### src/spgs_pkg.sv
// Package: register map, field layout and carriers of the status pin block
package spgs_pkg;

  // ****************************************************************
  // Register offsets
  // ****************************************************************
  localparam logic [7:0] SPGS_OFF_PIN_CFG  = 8'h00;
  localparam logic [7:0] SPGS_OFF_STARTUP  = 8'h04;
  localparam logic [7:0] SPGS_OFF_PIN_STS  = 8'h08;
  localparam logic [7:0] SPGS_OFF_SPARE    = 8'h0C;
  localparam logic [7:0] SPGS_OFF_OE_CFG   = 8'h10;
  localparam logic [7:0] SPGS_OFF_IRQ_STS  = 8'h14;
  localparam logic [7:0] SPGS_OFF_IRQ_MASK = 8'h18;
  localparam logic [7:0] SPGS_OFF_DEV_CTL  = 8'h1C;

  // ****************************************************************
  // Field positions and reset values
  // ****************************************************************
  localparam int SPGS_B_OD  = 12;
  localparam int SPGS_B_HIZ = 11;
  localparam int SPGS_B_PD  = 10;
  localparam int SPGS_B_PU  = 9;
  localparam int SPGS_B_POL = 8;
  localparam int SPGS_B_BOND = 7;
  localparam int SPGS_B_RB_PIN = 1;
  localparam int SPGS_B_RB_OE  = 0;
  localparam logic [31:0] SPGS_CFG_WMASK   = 32'h0000_1F1F;
  localparam logic [31:0] SPGS_CFG_RST     = 32'h0000_0200;
  localparam logic [31:0] SPGS_SPARE_RST   = 32'h0000_0000;
  localparam logic [31:0] SPGS_OE_CFG_RST  = 32'h0000_0000;
  localparam logic [31:0] SPGS_DEV_CTL_RST = 32'h0000_0000;
  localparam logic [31:0] SPGS_IRQ_RST     = 32'h0000_0000;
  localparam int SPGS_NIRQ = 3;

  // ****************************************************************
  // Source selector codes
  // ****************************************************************
  localparam logic [4:0] SPGS_SEL_APLL  = 5'h00;
  localparam logic [4:0] SPGS_SEL_DPLL  = 5'h01;
  localparam logic [4:0] SPGS_SEL_LOS0  = 5'h02;
  localparam logic [4:0] SPGS_SEL_LOS1  = 5'h03;
  localparam logic [4:0] SPGS_SEL_LOSX  = 5'h04;
  localparam logic [4:0] SPGS_SEL_ACT0  = 5'h05;
  localparam logic [4:0] SPGS_SEL_ACT1  = 5'h06;
  localparam logic [4:0] SPGS_SEL_INV0  = 5'h07;
  localparam logic [4:0] SPGS_SEL_INV1  = 5'h08;
  localparam logic [4:0] SPGS_SEL_IRQ   = 5'h09;
  localparam logic [4:0] SPGS_SEL_READY = 5'h0A;
  localparam logic [4:0] SPGS_SEL_LOW   = 5'h1D;
  localparam logic [4:0] SPGS_SEL_HIGH  = 5'h1E;
  localparam logic [4:0] SPGS_SEL_NOPOL = 5'h1F;

  localparam logic [1:0] SPGS_RESP_OKAY   = 2'h0;
  localparam logic [1:0] SPGS_RESP_SLVERR = 2'h2;

  // ****************************************************************
  // Carriers
  // ****************************************************************
  typedef struct packed {
    logic apll_lock;
    logic dpll_lock;
    logic loss_monitor_ref0;
    logic loss_monitor_ref1;
    logic loss_monitor_xtal;
    logic activity_monitor_ref0;
    logic activity_monitor_ref1;
    logic ref0_invalid;
    logic ref1_invalid;
    logic device_irq;
    logic device_ready;
  } spgs_src_t;

  typedef struct packed {
    logic o;
    logic oe;
    logic pu_on;
    logic pd_on;
  } spgs_pin_t;

endpackage : spgs_pkg

### src/spgs_pin_drv.sv
// Status pin source mux, polarity and output stage
module spgs_pin_drv
  import spgs_pkg::*;
(
  input  wire logic              aclk,
  input  wire logic              aresetn,
  input  wire spgs_pkg::spgs_src_t src,
  input  wire logic [4:0]        sel,
  input  wire logic              pol,
  input  wire logic              open_drain,
  input  wire logic              hiz,
  input  wire logic              pd_en,
  input  wire logic              pu_en,
  output spgs_pkg::spgs_pin_t    pin,
  output logic                   readback
);

  typedef struct packed {
    spgs_pin_t pin;
    logic      rb;
  } spgs_drv_st_t;

  spgs_drv_st_t st_q;
  spgs_drv_st_t st_d;
  logic         raw;
  logic         val;

  always_comb
  begin
    case (sel)
      SPGS_SEL_APLL:  raw = src.apll_lock; // [RQ8]
      SPGS_SEL_DPLL:  raw = src.dpll_lock; // [RQ8]
      SPGS_SEL_LOS0:  raw = src.loss_monitor_ref0; // [RQ8]
      SPGS_SEL_LOS1:  raw = src.loss_monitor_ref1; // [RQ8]
      SPGS_SEL_LOSX:  raw = src.loss_monitor_xtal; // [RQ8]
      SPGS_SEL_ACT0:  raw = src.activity_monitor_ref0; // [RQ9]
      SPGS_SEL_ACT1:  raw = src.activity_monitor_ref1; // [RQ9]
      SPGS_SEL_INV0:  raw = src.ref0_invalid; // [RQ9]
      SPGS_SEL_INV1:  raw = src.ref1_invalid; // [RQ9]
      SPGS_SEL_IRQ:   raw = src.device_irq; // [RQ10]
      SPGS_SEL_READY: raw = src.device_ready; // [RQ11]
      SPGS_SEL_HIGH:  raw = 1'b1; // [RQ12]
      default:        raw = 1'b0; // [RQ12]
    endcase
  end

  always_comb
  begin
    // Code 0x1F drives the raw value whatever the polarity in push-pull mode
    val = (pol && sel != SPGS_SEL_NOPOL) ? ~raw : raw; // [RQ6] [RQ7]
    st_d = st_q;
    st_d.pin.pu_on = pu_en; // [RQ5]
    st_d.pin.pd_on = pd_en; // [RQ4]
    if (hiz)
    begin
      st_d.pin.o  = 1'b0;
      st_d.pin.oe = 1'b0; // [RQ3]
    end
    else if (open_drain)
    begin
      // Value to output is the pre-polarity signal; pol picks sink sense
      st_d.pin.o  = 1'b0;
      st_d.pin.oe = pol ? raw : ~raw; // [RQ1] [RQ2]
    end
    else
    begin
      st_d.pin.o  = val;
      st_d.pin.oe = 1'b1;
    end
    st_d.rb = (sel <= SPGS_SEL_LOSX) ? val : 1'b0; // [RQ15]
    if (!aresetn)
    begin
      st_d = '0;
      st_d.pin.pu_on = 1'b1;
    end
  end

  always_ff @(posedge aclk)
  begin
    st_q <= st_d;
  end

  assign pin      = st_q.pin;
  assign readback = st_q.rb;

endmodule : spgs_pin_drv

### src/spgs_top.sv
// Status pin and pin status block with AXI4-Lite register access
//
// What this block does
// [RQ1] Open-drain, polarity off: sink low for value 0, release for 1.
// [RQ2] Open-drain, polarity on: sink low for value 1, release for 0.
// [RQ3] Tristate bit set places the status pin in high impedance.
// [RQ4] Pull-down bit enables internal pull-down; avoid with open-drain.
// [RQ5] Pull-up bit enables weak internal pull-up; resets to one.
// [RQ6] Polarity bit: 0 drives true source value, 1 drives inverse.
// [RQ7] Polarity is ignored when the selector holds 0x1F, in push-pull mode only; open-drain still uses pol for the sink sense.
// [RQ8] Selector 0x0..0x4: APLL lock, DPLL lock, loss flags ref0/ref1/xtal.
// [RQ9] Selector 0x5/0x6 activity status, 0x7/0x8 reference-invalid status.
// [RQ10] Selector 0x9 drives interrupt flags ANDed with their mask.
// [RQ11] Selector 0xA drives ready once startup has completed.
// [RQ12] Selector 0x1D forces low, 0x1E high; others reserved.
// [RQ13] Six-bit read-only field holds pin levels captured at startup.
// [RQ14] Top startup status bit shows the bond option pad level.
// [RQ15] Status readback shows driven value for selector 0..4, else 0.
// [RQ16] Enable readback shows enable pin when bypass is 0, else 0.
// [RQ17] Thirty-two bit scratch word, read/write, no hardware effect.
// [RQ18] Bypass 0: deasserted enable pin disables outputs, not in SPI mode.
// [RQ19] Startup capture taken once at reset end, held until next reset.
//
// The AXI4-Lite interface to the registers and the address map were left to the implementer.
module spgs_top
  import spgs_pkg::*;
(
  input  wire logic                aclk,
  input  wire logic                aresetn,
  input  wire logic [7:0]          s_axi_awaddr,
  input  wire logic                s_axi_awvalid,
  output logic                     s_axi_awready,
  input  wire logic [31:0]         s_axi_wdata,
  input  wire logic [3:0]          s_axi_wstrb,
  input  wire logic                s_axi_wvalid,
  output logic                     s_axi_wready,
  output logic [1:0]               s_axi_bresp,
  output logic                     s_axi_bvalid,
  input  wire logic                s_axi_bready,
  input  wire logic [7:0]          s_axi_araddr,
  input  wire logic                s_axi_arvalid,
  output logic                     s_axi_arready,
  output logic [31:0]              s_axi_rdata,
  output logic [1:0]               s_axi_rresp,
  output logic                     s_axi_rvalid,
  input  wire logic                s_axi_rready,
  input  wire spgs_pkg::spgs_src_t src,
  input  wire logic                status_pin_i,
  output logic                     status_pin_o,
  output logic                     status_pin_oe,
  output logic                     status_pin_pullup,
  output logic                     status_pin_pulldown,
  input  wire logic                sda_pin_i,
  input  wire logic                scl_pin_i,
  input  wire logic                enable_or_select_pin,
  input  wire logic                bonding_option_bit,
  input  wire logic                spi_mode,
  output logic                     clk_out_enable,
  output logic                     irq
);

  // ****************************************************************
  // State
  // ****************************************************************
  typedef struct packed {
    logic [31:0] pin_cfg;
    logic [31:0] spare_word;
    logic [31:0] oe_cfg;
    logic [31:0] dev_ctl;
    logic [SPGS_NIRQ-1:0] irq_sts;
    logic [SPGS_NIRQ-1:0] irq_mask;
    logic [5:0]  pins_latched_at_boot;
    logic        boot_done;
    logic        aw_held;
    logic [7:0]  aw_addr;
    logic        w_held;
    logic [31:0] w_data;
    logic [3:0]  w_strb;
    logic        bvalid;
    logic [1:0]  bresp;
    logic        rvalid;
    logic [31:0] rdata;
    logic [1:0]  rresp;
    logic        ready_q;
    logic        enable_pin_q;
    logic        clk_en;
    logic        irq;
  } spgs_st_t;

  spgs_st_t        st_q;
  spgs_st_t        st_d;
  spgs_pin_t       pin;
  logic            readback;
  spgs_src_t       src_m;
  logic            oe_level;
  logic [SPGS_NIRQ-1:0] ev;
  logic            wr_go;
  logic            rd_go;
  logic [31:0]     wmask;

  // ****************************************************************
  // Source map and pin driver
  // ****************************************************************
  always_comb
  begin
    src_m = src;
    src_m.device_irq = st_q.irq; // [RQ10]
  end

  spgs_pin_drv u_drv (
    .aclk       (aclk),
    .aresetn    (aresetn),
    .src        (src_m),
    .sel        (st_q.pin_cfg[4:0]),
    .pol        (st_q.pin_cfg[SPGS_B_POL]),
    .open_drain (st_q.pin_cfg[SPGS_B_OD]),
    .hiz        (st_q.pin_cfg[SPGS_B_HIZ]),
    .pd_en      (st_q.pin_cfg[SPGS_B_PD]),
    .pu_en      (st_q.pin_cfg[SPGS_B_PU]),
    .pin        (pin),
    .readback   (readback)
  );

  // ****************************************************************
  // Bus handshakes
  // ****************************************************************
  assign s_axi_awready = !st_q.aw_held;
  assign s_axi_wready  = !st_q.w_held;
  assign s_axi_arready = !st_q.rvalid;
  assign wr_go = st_q.aw_held && st_q.w_held && !st_q.bvalid;
  assign rd_go = s_axi_arvalid && !st_q.rvalid;
  assign wmask = {{8{st_q.w_strb[3]}}, {8{st_q.w_strb[2]}},
                  {8{st_q.w_strb[1]}}, {8{st_q.w_strb[0]}}};

  // Pin polarity: sel=0 path is active high unless oe polarity bit set
  assign oe_level = st_q.enable_pin_q ^ st_q.oe_cfg[3];

  always_comb
  begin
    // Events: loss of APLL lock and loss of ref0 and xtal, level style, set on every cycle the condition holds
    ev = {src.loss_monitor_xtal, src.loss_monitor_ref0, ~src.apll_lock};
    st_d = st_q;
    st_d.enable_pin_q = enable_or_select_pin;
    st_d.ready_q = src.device_ready;
    // Capture only on the first cycle after reset release
    if (!st_q.boot_done)
    begin
      st_d.boot_done = 1'b1;
      st_d.pins_latched_at_boot = {2'b00, enable_or_select_pin,
                                   scl_pin_i, sda_pin_i,
                                   status_pin_i}; // [RQ13] [RQ19]
    end
    // Hardware set wins over a clearing read
    st_d.irq_sts = st_q.irq_sts | ev;
    st_d.irq = |(st_q.irq_sts & st_q.irq_mask);
    st_d.clk_en = (st_q.oe_cfg[0] || spi_mode) ? 1'b1 : oe_level; // [RQ18]

    if (s_axi_awvalid && !st_q.aw_held)
    begin
      st_d.aw_held = 1'b1;
      st_d.aw_addr = s_axi_awaddr;
    end
    if (s_axi_wvalid && !st_q.w_held)
    begin
      st_d.w_held = 1'b1;
      st_d.w_data = s_axi_wdata;
      st_d.w_strb = s_axi_wstrb;
    end
    if (wr_go)
    begin
      st_d.aw_held = 1'b0;
      st_d.w_held = 1'b0;
      st_d.bvalid = 1'b1;
      st_d.bresp = SPGS_RESP_OKAY;
      case (st_q.aw_addr & 8'hFC)
        SPGS_OFF_PIN_CFG:
          st_d.pin_cfg = (st_q.pin_cfg & ~(wmask & SPGS_CFG_WMASK)) |
                         (st_q.w_data & wmask & SPGS_CFG_WMASK);
        SPGS_OFF_SPARE:
          st_d.spare_word = (st_q.spare_word & ~wmask) |
                            (st_q.w_data & wmask); // [RQ17]
        SPGS_OFF_OE_CFG:
          st_d.oe_cfg = (st_q.oe_cfg & ~wmask) | (st_q.w_data & wmask);
        SPGS_OFF_IRQ_MASK:
          st_d.irq_mask = st_q.w_data[SPGS_NIRQ-1:0];
        SPGS_OFF_DEV_CTL:
          st_d.dev_ctl = (st_q.dev_ctl & ~wmask) | (st_q.w_data & wmask);
        SPGS_OFF_STARTUP, SPGS_OFF_PIN_STS, SPGS_OFF_IRQ_STS:
          st_d.bresp = SPGS_RESP_OKAY;
        default:
          st_d.bresp = SPGS_RESP_SLVERR;
      endcase
    end
    if (st_q.bvalid && s_axi_bready)
    begin
      st_d.bvalid = 1'b0;
    end

    if (rd_go)
    begin
      st_d.rvalid = 1'b1;
      st_d.rresp = SPGS_RESP_OKAY;
      st_d.rdata = '0;
      case (s_axi_araddr & 8'hFC)
        SPGS_OFF_PIN_CFG:
          st_d.rdata = st_q.pin_cfg;
        SPGS_OFF_STARTUP:
        begin
          st_d.rdata[5:0] = st_q.pins_latched_at_boot; // [RQ13]
          st_d.rdata[SPGS_B_BOND] = bonding_option_bit; // [RQ14]
        end
        SPGS_OFF_PIN_STS:
        begin
          st_d.rdata[SPGS_B_RB_PIN] = readback; // [RQ15]
          st_d.rdata[SPGS_B_RB_OE] = st_q.oe_cfg[0] ? 1'b0 :
                                     st_q.enable_pin_q; // [RQ16]
        end
        SPGS_OFF_SPARE:
          st_d.rdata = st_q.spare_word; // [RQ17]
        SPGS_OFF_OE_CFG:
          st_d.rdata = st_q.oe_cfg;
        SPGS_OFF_IRQ_STS:
        begin
          st_d.rdata[SPGS_NIRQ-1:0] = st_q.irq_sts;
          st_d.irq_sts = ev; // Read clears, events this cycle survive
        end
        SPGS_OFF_IRQ_MASK:
          st_d.rdata[SPGS_NIRQ-1:0] = st_q.irq_mask;
        SPGS_OFF_DEV_CTL:
          st_d.rdata = st_q.dev_ctl;
        default:
          st_d.rresp = SPGS_RESP_SLVERR;
      endcase
    end
    else if (st_q.rvalid && s_axi_rready)
    begin
      st_d.rvalid = 1'b0;
    end

    if (!aresetn)
    begin
      st_d = '0;
      st_d.pin_cfg = SPGS_CFG_RST; // [RQ5]
      st_d.spare_word = SPGS_SPARE_RST; // [RQ17]
      st_d.oe_cfg = SPGS_OE_CFG_RST;
      st_d.dev_ctl = SPGS_DEV_CTL_RST;
      st_d.irq_sts = SPGS_IRQ_RST[SPGS_NIRQ-1:0];
      st_d.clk_en = 1'b1;
    end
  end

  always_ff @(posedge aclk)
  begin
    st_q <= st_d;
  end

  // ****************************************************************
  // Outputs
  // ****************************************************************
  assign s_axi_bvalid        = st_q.bvalid;
  assign s_axi_bresp         = st_q.bresp;
  assign s_axi_rvalid        = st_q.rvalid;
  assign s_axi_rdata         = st_q.rdata;
  assign s_axi_rresp         = st_q.rresp;
  assign status_pin_o        = pin.o;
  assign status_pin_oe       = pin.oe;
  assign status_pin_pullup   = pin.pu_on;
  assign status_pin_pulldown = pin.pd_on;
  assign clk_out_enable      = st_q.clk_en;
  assign irq                 = st_q.irq;

endmodule : spgs_top

### config.mk
export PLATFORM = sky130hd
export DESIGN_NAME = spgs_top
export DESIGN_NICKNAME = d
export VERILOG_FILES = /design/src/spgs_pkg.sv /design/src/spgs_pin_drv.sv /design/src/spgs_top.sv
export SDC_FILE = /design/constraint.sdc
export NUM_CORES = 1
export LEC_CHECK = 0
export BUFFER_PORTS_ARGS = -buffer_cell sky130_fd_sc_hd__buf_4
export CORE_UTILIZATION = 57
export DETAILED_ROUTE_END_ITERATION = 10
export HOLD_SLACK_MARGIN = 0.06
export PLACE_DENSITY = 0.85
export REMOVE_ABC_BUFFERS = 1
export SYNTH_ARGS = -nofsm -noshare
export SYNTH_HDL_FRONTEND = slang
export SYNTH_SLANG_ARGS = --single-unit
### constraint.sdc
create_clock -name aclk -period 2.1 [get_ports aclk]
set_input_delay 0.42 -clock aclk [delete_from_list [all_inputs] [get_ports aclk]]
set_output_delay 0.42 -clock aclk [all_outputs]
set_load 0.05 [all_outputs]
# == Word level (Yosys, flattened, before mapping) ==
# Index checks and enable logic that the tools add are counted.
# word_totals
reg_bits,231
in_bits,76
# op_classes
n_lt_le_gt_ge,1
eq_ne,26
n_mux,17
bitwise_logic,17
reduce_logical,31
# ops
operator,n
$and A32 B32 Y32,5
$or A32 B32 Y32,3
$pmux W24 S4,1
$eq A6 B3 Y1 const B,8
$not A13 Y32,1
$not A32 Y32,1
$or A32 B13 Y32,1
$eq A6 B2 Y1 const B,4
$eq A5 B3 Y1 const B,4
$logic_not A8 Y1,2
$pmux W2 S8,1
$reduce_or A8 Y1,2
$eq A5 B4 Y1 const B,3
$pmux W3 S5,1
$eq A6 B1 Y1 const B,2
$pmux W1 S12,1
$reduce_and A2 Y1,6
$eq A5 B2 Y1 const B,2
$logic_and A1 B1 Y1,8
$reduce_or A2 Y1,4
$pmux W1 S7,1
$mux W1,6
$mux W3,2
$reduce_or A3 Y1,2
15 further kinds,21

# == Logic depth before layout (Yosys ltp) ==
# logic_depth
ltp_word,5
mapped_depth,7

# == Modules after synthesis ==
# Synthesis repeated with hierarchy kept, for this count alone.
# hier_totals
hier_cells,938
hier_area_um2,8296.7
# by_module_without_submodules
module,n_inst,cells_per_inst,area_each_um2,seq_area_each_um2
spgs_top,1,901,7942.6,4003.8
spgs_pin_drv,1,37,354.1,100.1

# == Worst setup path before layout ==
# OpenSTA, ideal clock, no wires.
# synth_path
path_type,flip-flop to flip-flop
from,register st_q (netlist bit s_axi_bvalid)
to,register with a tool-made name
setup_time_ns,0.122
arrival_time_ns,1.851
t_required_ns,1.978
slack_ns,0.127
stages_incl_launch_ff,6
synth_period_minus_slack_ns,1.973
path_cell_list,dfxtp_1 nand3b_1 nor4_4 nand2_1 nand2_1 a21boi_0
# synth_rtl
item,line,source
"start, declared",spgs_top.sv:90,spgs_st_t st_q;
"start signal, assigned",spgs_top.sv:254,st_q <= st_d;

==> out/results.txt <==
The run finished, with violations left. The final reports fail on design-rule violations. After detailed routing, the average wire length per cell comes to 16.70 um.

The total net switching power is 1.871 mW, and the average cell area after synthesis is 8.633 um2. Power spread over the standard cell area amounts to 789.9 nW/um2. Worst path arrival time: 2.40 ns. The register cell area after layout is 4104 um2, and the number of enable flip-flop cells after synthesis is 0. For this block, the initial DRC count from the detailed router was 850.

The CTS H-tree depth was 1. Detailed placement finished with a half-perimeter wire length of 13.38 mm. The number of antenna violations at the first check in global routing is 0, and the clock edge transition at the registers on the reported setup and hold paths is 0.06 ns. The count of standard-cell rows was 44. STA puts the critical path data required time at 2.51 ns. After technology mapping, the gate count stands at 1004. In this run switching power makes up 23.34% of total power.

Worst slew margin relative to its limit: 57.03%. Full die area: 15700 um2. The worst setup path is launched from a flip-flop. The post-route fraction of the period consumed by the critical path came out at 94.64%.

The largest net degree at the start of global routing came out at 93. The internal cell power came out at 6.145 mW. Once the floorplan was initialized, standard cells occupied 58.96% of the core. The global-route congestion overflow total was 0. For the number of hold violations in the final report, the log shows 0. At the pin with the least slew margin, the transition time is 0.6432 ns. The first global-routing pass estimated 34.76 mm of wire. At the end of routability-driven placement, the weighted congestion stood at 0.8011. The kind of critical path was reg2reg. Total wirelength of the detailed-routed design: 21.03 mm.

The maximum number of buffers from clock root to sink was 3; the distinct cell type count after synthesis was 48. The repair_antennas step left the layout with diodes totalling 0. The number of instances on the worst hold path is 2, and the number of input and output port buffers inserted is 115. For the final database, setup skew stands at 0.004909 ns.

Leaving out fill and tap cells, the most frequent cells in the layout are 220 x sky130_fd_sc_hd__nand2_1, 205 x sky130_fd_sc_hd__dfxtp_1, 143 x sky130_fd_sc_hd__buf_4. The maximum net fanout on the critical path was 26. By area the synthesized netlist is led by sky130_fd_sc_hd__dfxtp_1 47%, sky130_fd_sc_hd__a21boi_0 11%, sky130_fd_sc_hd__nand2_1 9.6%. The run gives 0 as the max-capacitance violation count. Setup repair after global routing left no endpoint under its margin.

The tools report the sequential fraction of the synthesis area as 47.35%. Critical path capture point type: a flip-flop. The tools report the met3 routed wirelength as 1.610 mm.

In this run the worst setup path begins at st_q[84]. The die width is 125.3 um, and the wire length on met1 is 8.810 mm. Counting the fill cells in the layout gives 1122.

The kind of path behind the tightest hold check is in2reg. The number of global-route vias before repair was 7128; the proportion of netlist area held by the largest area contributor was 47.35%. The analysis attributes to cell leakage a power of 3.662 nW.

The most frequent standard cell in the layout excluding fill and tap cells was sky130_fd_sc_hd__nand2_1. For this run, the top clock speed supported by timing is 503.1 MHz. Of the total power, combinational logic draws 7.3%.

The relative contribution of the clock network to total power was 41.9%. The height of the chip came out at 125.3 um. The top routing layer in use was met4.

Primary flip-flop cell chosen by synthesis mapping: sky130_fd_sc_hd__dfxtp_1. The cell accounting for the most synthesized area is sky130_fd_sc_hd__dfxtp_1. Dividing the detail-routed via count by the number of cells gives 5.908. The clock reaches the later pin of the worst-skew pair after 0.49 ns. The origin of the critical flop-to-flop path was st_q[84]. In the final layout, the multi-input gates occupy 3946 um2.

The number of failing setup endpoints in the final timing report came out at 0. Share of layout cells above drive strength 1: 17.77%. The time the worst path needs with I/O delays and setup was 1.988 ns. The count of final max-slew check failures is 0.

The via count of the routed design is 7438, and the number of nets in the layout is 1142. In this run the most critical hold path is launched from src[10]. The tools report the endpoint of the worst hold path as st_q[98].

The count of boundary I/O pins came out at 123. The tools report the number of detailed-route iterations in the first pass as 10. The count of cells along the worst register-to-register path was 6. The share of power burned in registers was 50.7%. The logs give 0 ns for the setup TNS and 205 for the total number of clock tree sinks. TritonCTS built the clock tree.

The run gives 21 as the total CTS buffers. The cell sitting at the root of the clock tree is a sky130_fd_sc_hd__clkbuf_16. The routed wire length on met2 is 10.02 mm, and the register bit total from synthesis is 205. Across the VDD grid, the largest voltage drop is 0.5467 mV. The area overhead of the layout relative to synthesis was 17.09%; the placed cell count was 1225. In this run the standard cell core region covers 14700 um2. During synthesis, Yosys emitted a total of 0 warnings. Final cell count without fillers: 1259. The DRC violation count after routing was 8; the total track usage was 27.05%. Setup slack on the worst reg-to-reg path comes out at 0.11 ns. Once detail routing completed, the nets flagged for antenna violations numbered 0. The proportion of synthesized flip-flops having asynchronous set or reset came out at 0%. Summing every instance area after synthesis gives 8667 um2.
[critical path, cell delays in order, from the launching register on]
cell	delay, ns
sky130_fd_sc_hd__dfxtp_1	0.31
sky130_fd_sc_hd__or3_1	0.53
sky130_fd_sc_hd__nor4_4	0.32
sky130_fd_sc_hd__buf_12	0.23
sky130_fd_sc_hd__buf_4	0.22
sky130_fd_sc_hd__nand3_1	0.09
sky130_fd_sc_hd__a21boi_0	0.20
[Yosys cell counts, drive strengths merged (4+ instances only)]
| cell type | n |
|---|---|
| a21boi | 143 |
| a22oi | 10 |
| nand3 | 112 |
| nand2 | 222 |
| inv | 9 |
| a21oi | 14 |
| nor2 | 12 |
| buf | 63 |
| nor4 | 7 |
| and2 | 6 |
| dfxtp | 205 |
| a222oi | 24 |
| mux2i | 16 |
| nor2b | 25 |
| o21ai | 35 |
| a21o | 4 |
| a221oi | 7 |
| clkbuf | 50 |
[how the worst max path moves through the flow]
| stage | slack [ns] | endpoint |
|---|---|---|
| finish | 0.11 | flip-flop |
| global route | 0.0005 | flip-flop |
| CTS | 0.06 | flip-flop |
| detailed placement | 0.10 | flip-flop |
| global placement | 0.14 | s_axi_rdata[10] |
| floorplan | -0.53 | flip-flop |
[stage by stage]
step / util (%) / hold WS (ns) / setup slack [ns] / instance area [um2] / total power [mW]
after floorplan: - / 0.4342 / -0.5259 / 8063 / 4.416
after global routing: 69.04 / 0.1399 / 0.0004767 / 10150 / 8.276
after global placement: 64.82 / 0.4378 / 0.1443 / 9528 / 4.717
after detailed placement: 64.82 / 0.4443 / 0.1021 / 9528 / 4.730
after CTS: 68.91 / 0.1198 / 0.05808 / 10130 / 8.054
final: 69.04 / 0.1279 / 0.1125 / 10150 / 8.016
[cells by family (layout without fill, tap and decap cells)]
family | count (synthesis) | count (layout) | synth area share, %
AOI/OAI and AO/OA | 251 | 251 | 21.22
buffers and inverters | 122 | 192 | 7.406
DFF | 205 | 205 | 47.35
and+or+nand+nor | 405 | 405 | 21.51
muxes | 19 | 19 | 2.367
xor gates and xnor gates | 1 | 1 | 0.1011
other | 1 | 2 | 0.04327
[layer usage]
metal / global-route usage [%] / vias to the layer above
met5: 0 / -
met4: 9.469 / 0
met3: 3.637 / 53
met2: 45.71 / 307
met1: 35.55 / 3499
li1: - / 3579
[power groups by stage]
stage | clock network, mW | registers [mW] | logic (mW)
CTS | 3.40 | 4.06 | 0.588
global placement | 0 | 4.14 | 0.574
global route | 3.57 | 4.07 | 0.637
floorplan | 0 | 4.18 | 0.234
detailed placement | 0 | 4.14 | 0.585
finish | 3.36 | 4.07 | 0.589
[final cells by class]
cell class | count | area share (%)
timing repair buffer | 151 | 12.16
multi-input combinational | 678 | 38.89
tap | 184 | 2.269
clock buffer | 29 | 5.770
clock inverter | 3 | 0.1479
inverter | 9 | 0.3329
sequential | 205 | 40.44
[repair_timing]
item | CTS | global route
setup endpoints to repair | 0 | 26
buffers inserted | 0 | 2
hold buffers | 0 | 0
resized for setup | 0 | 2
No activity file was read; power rests on OpenSTA's default activity.
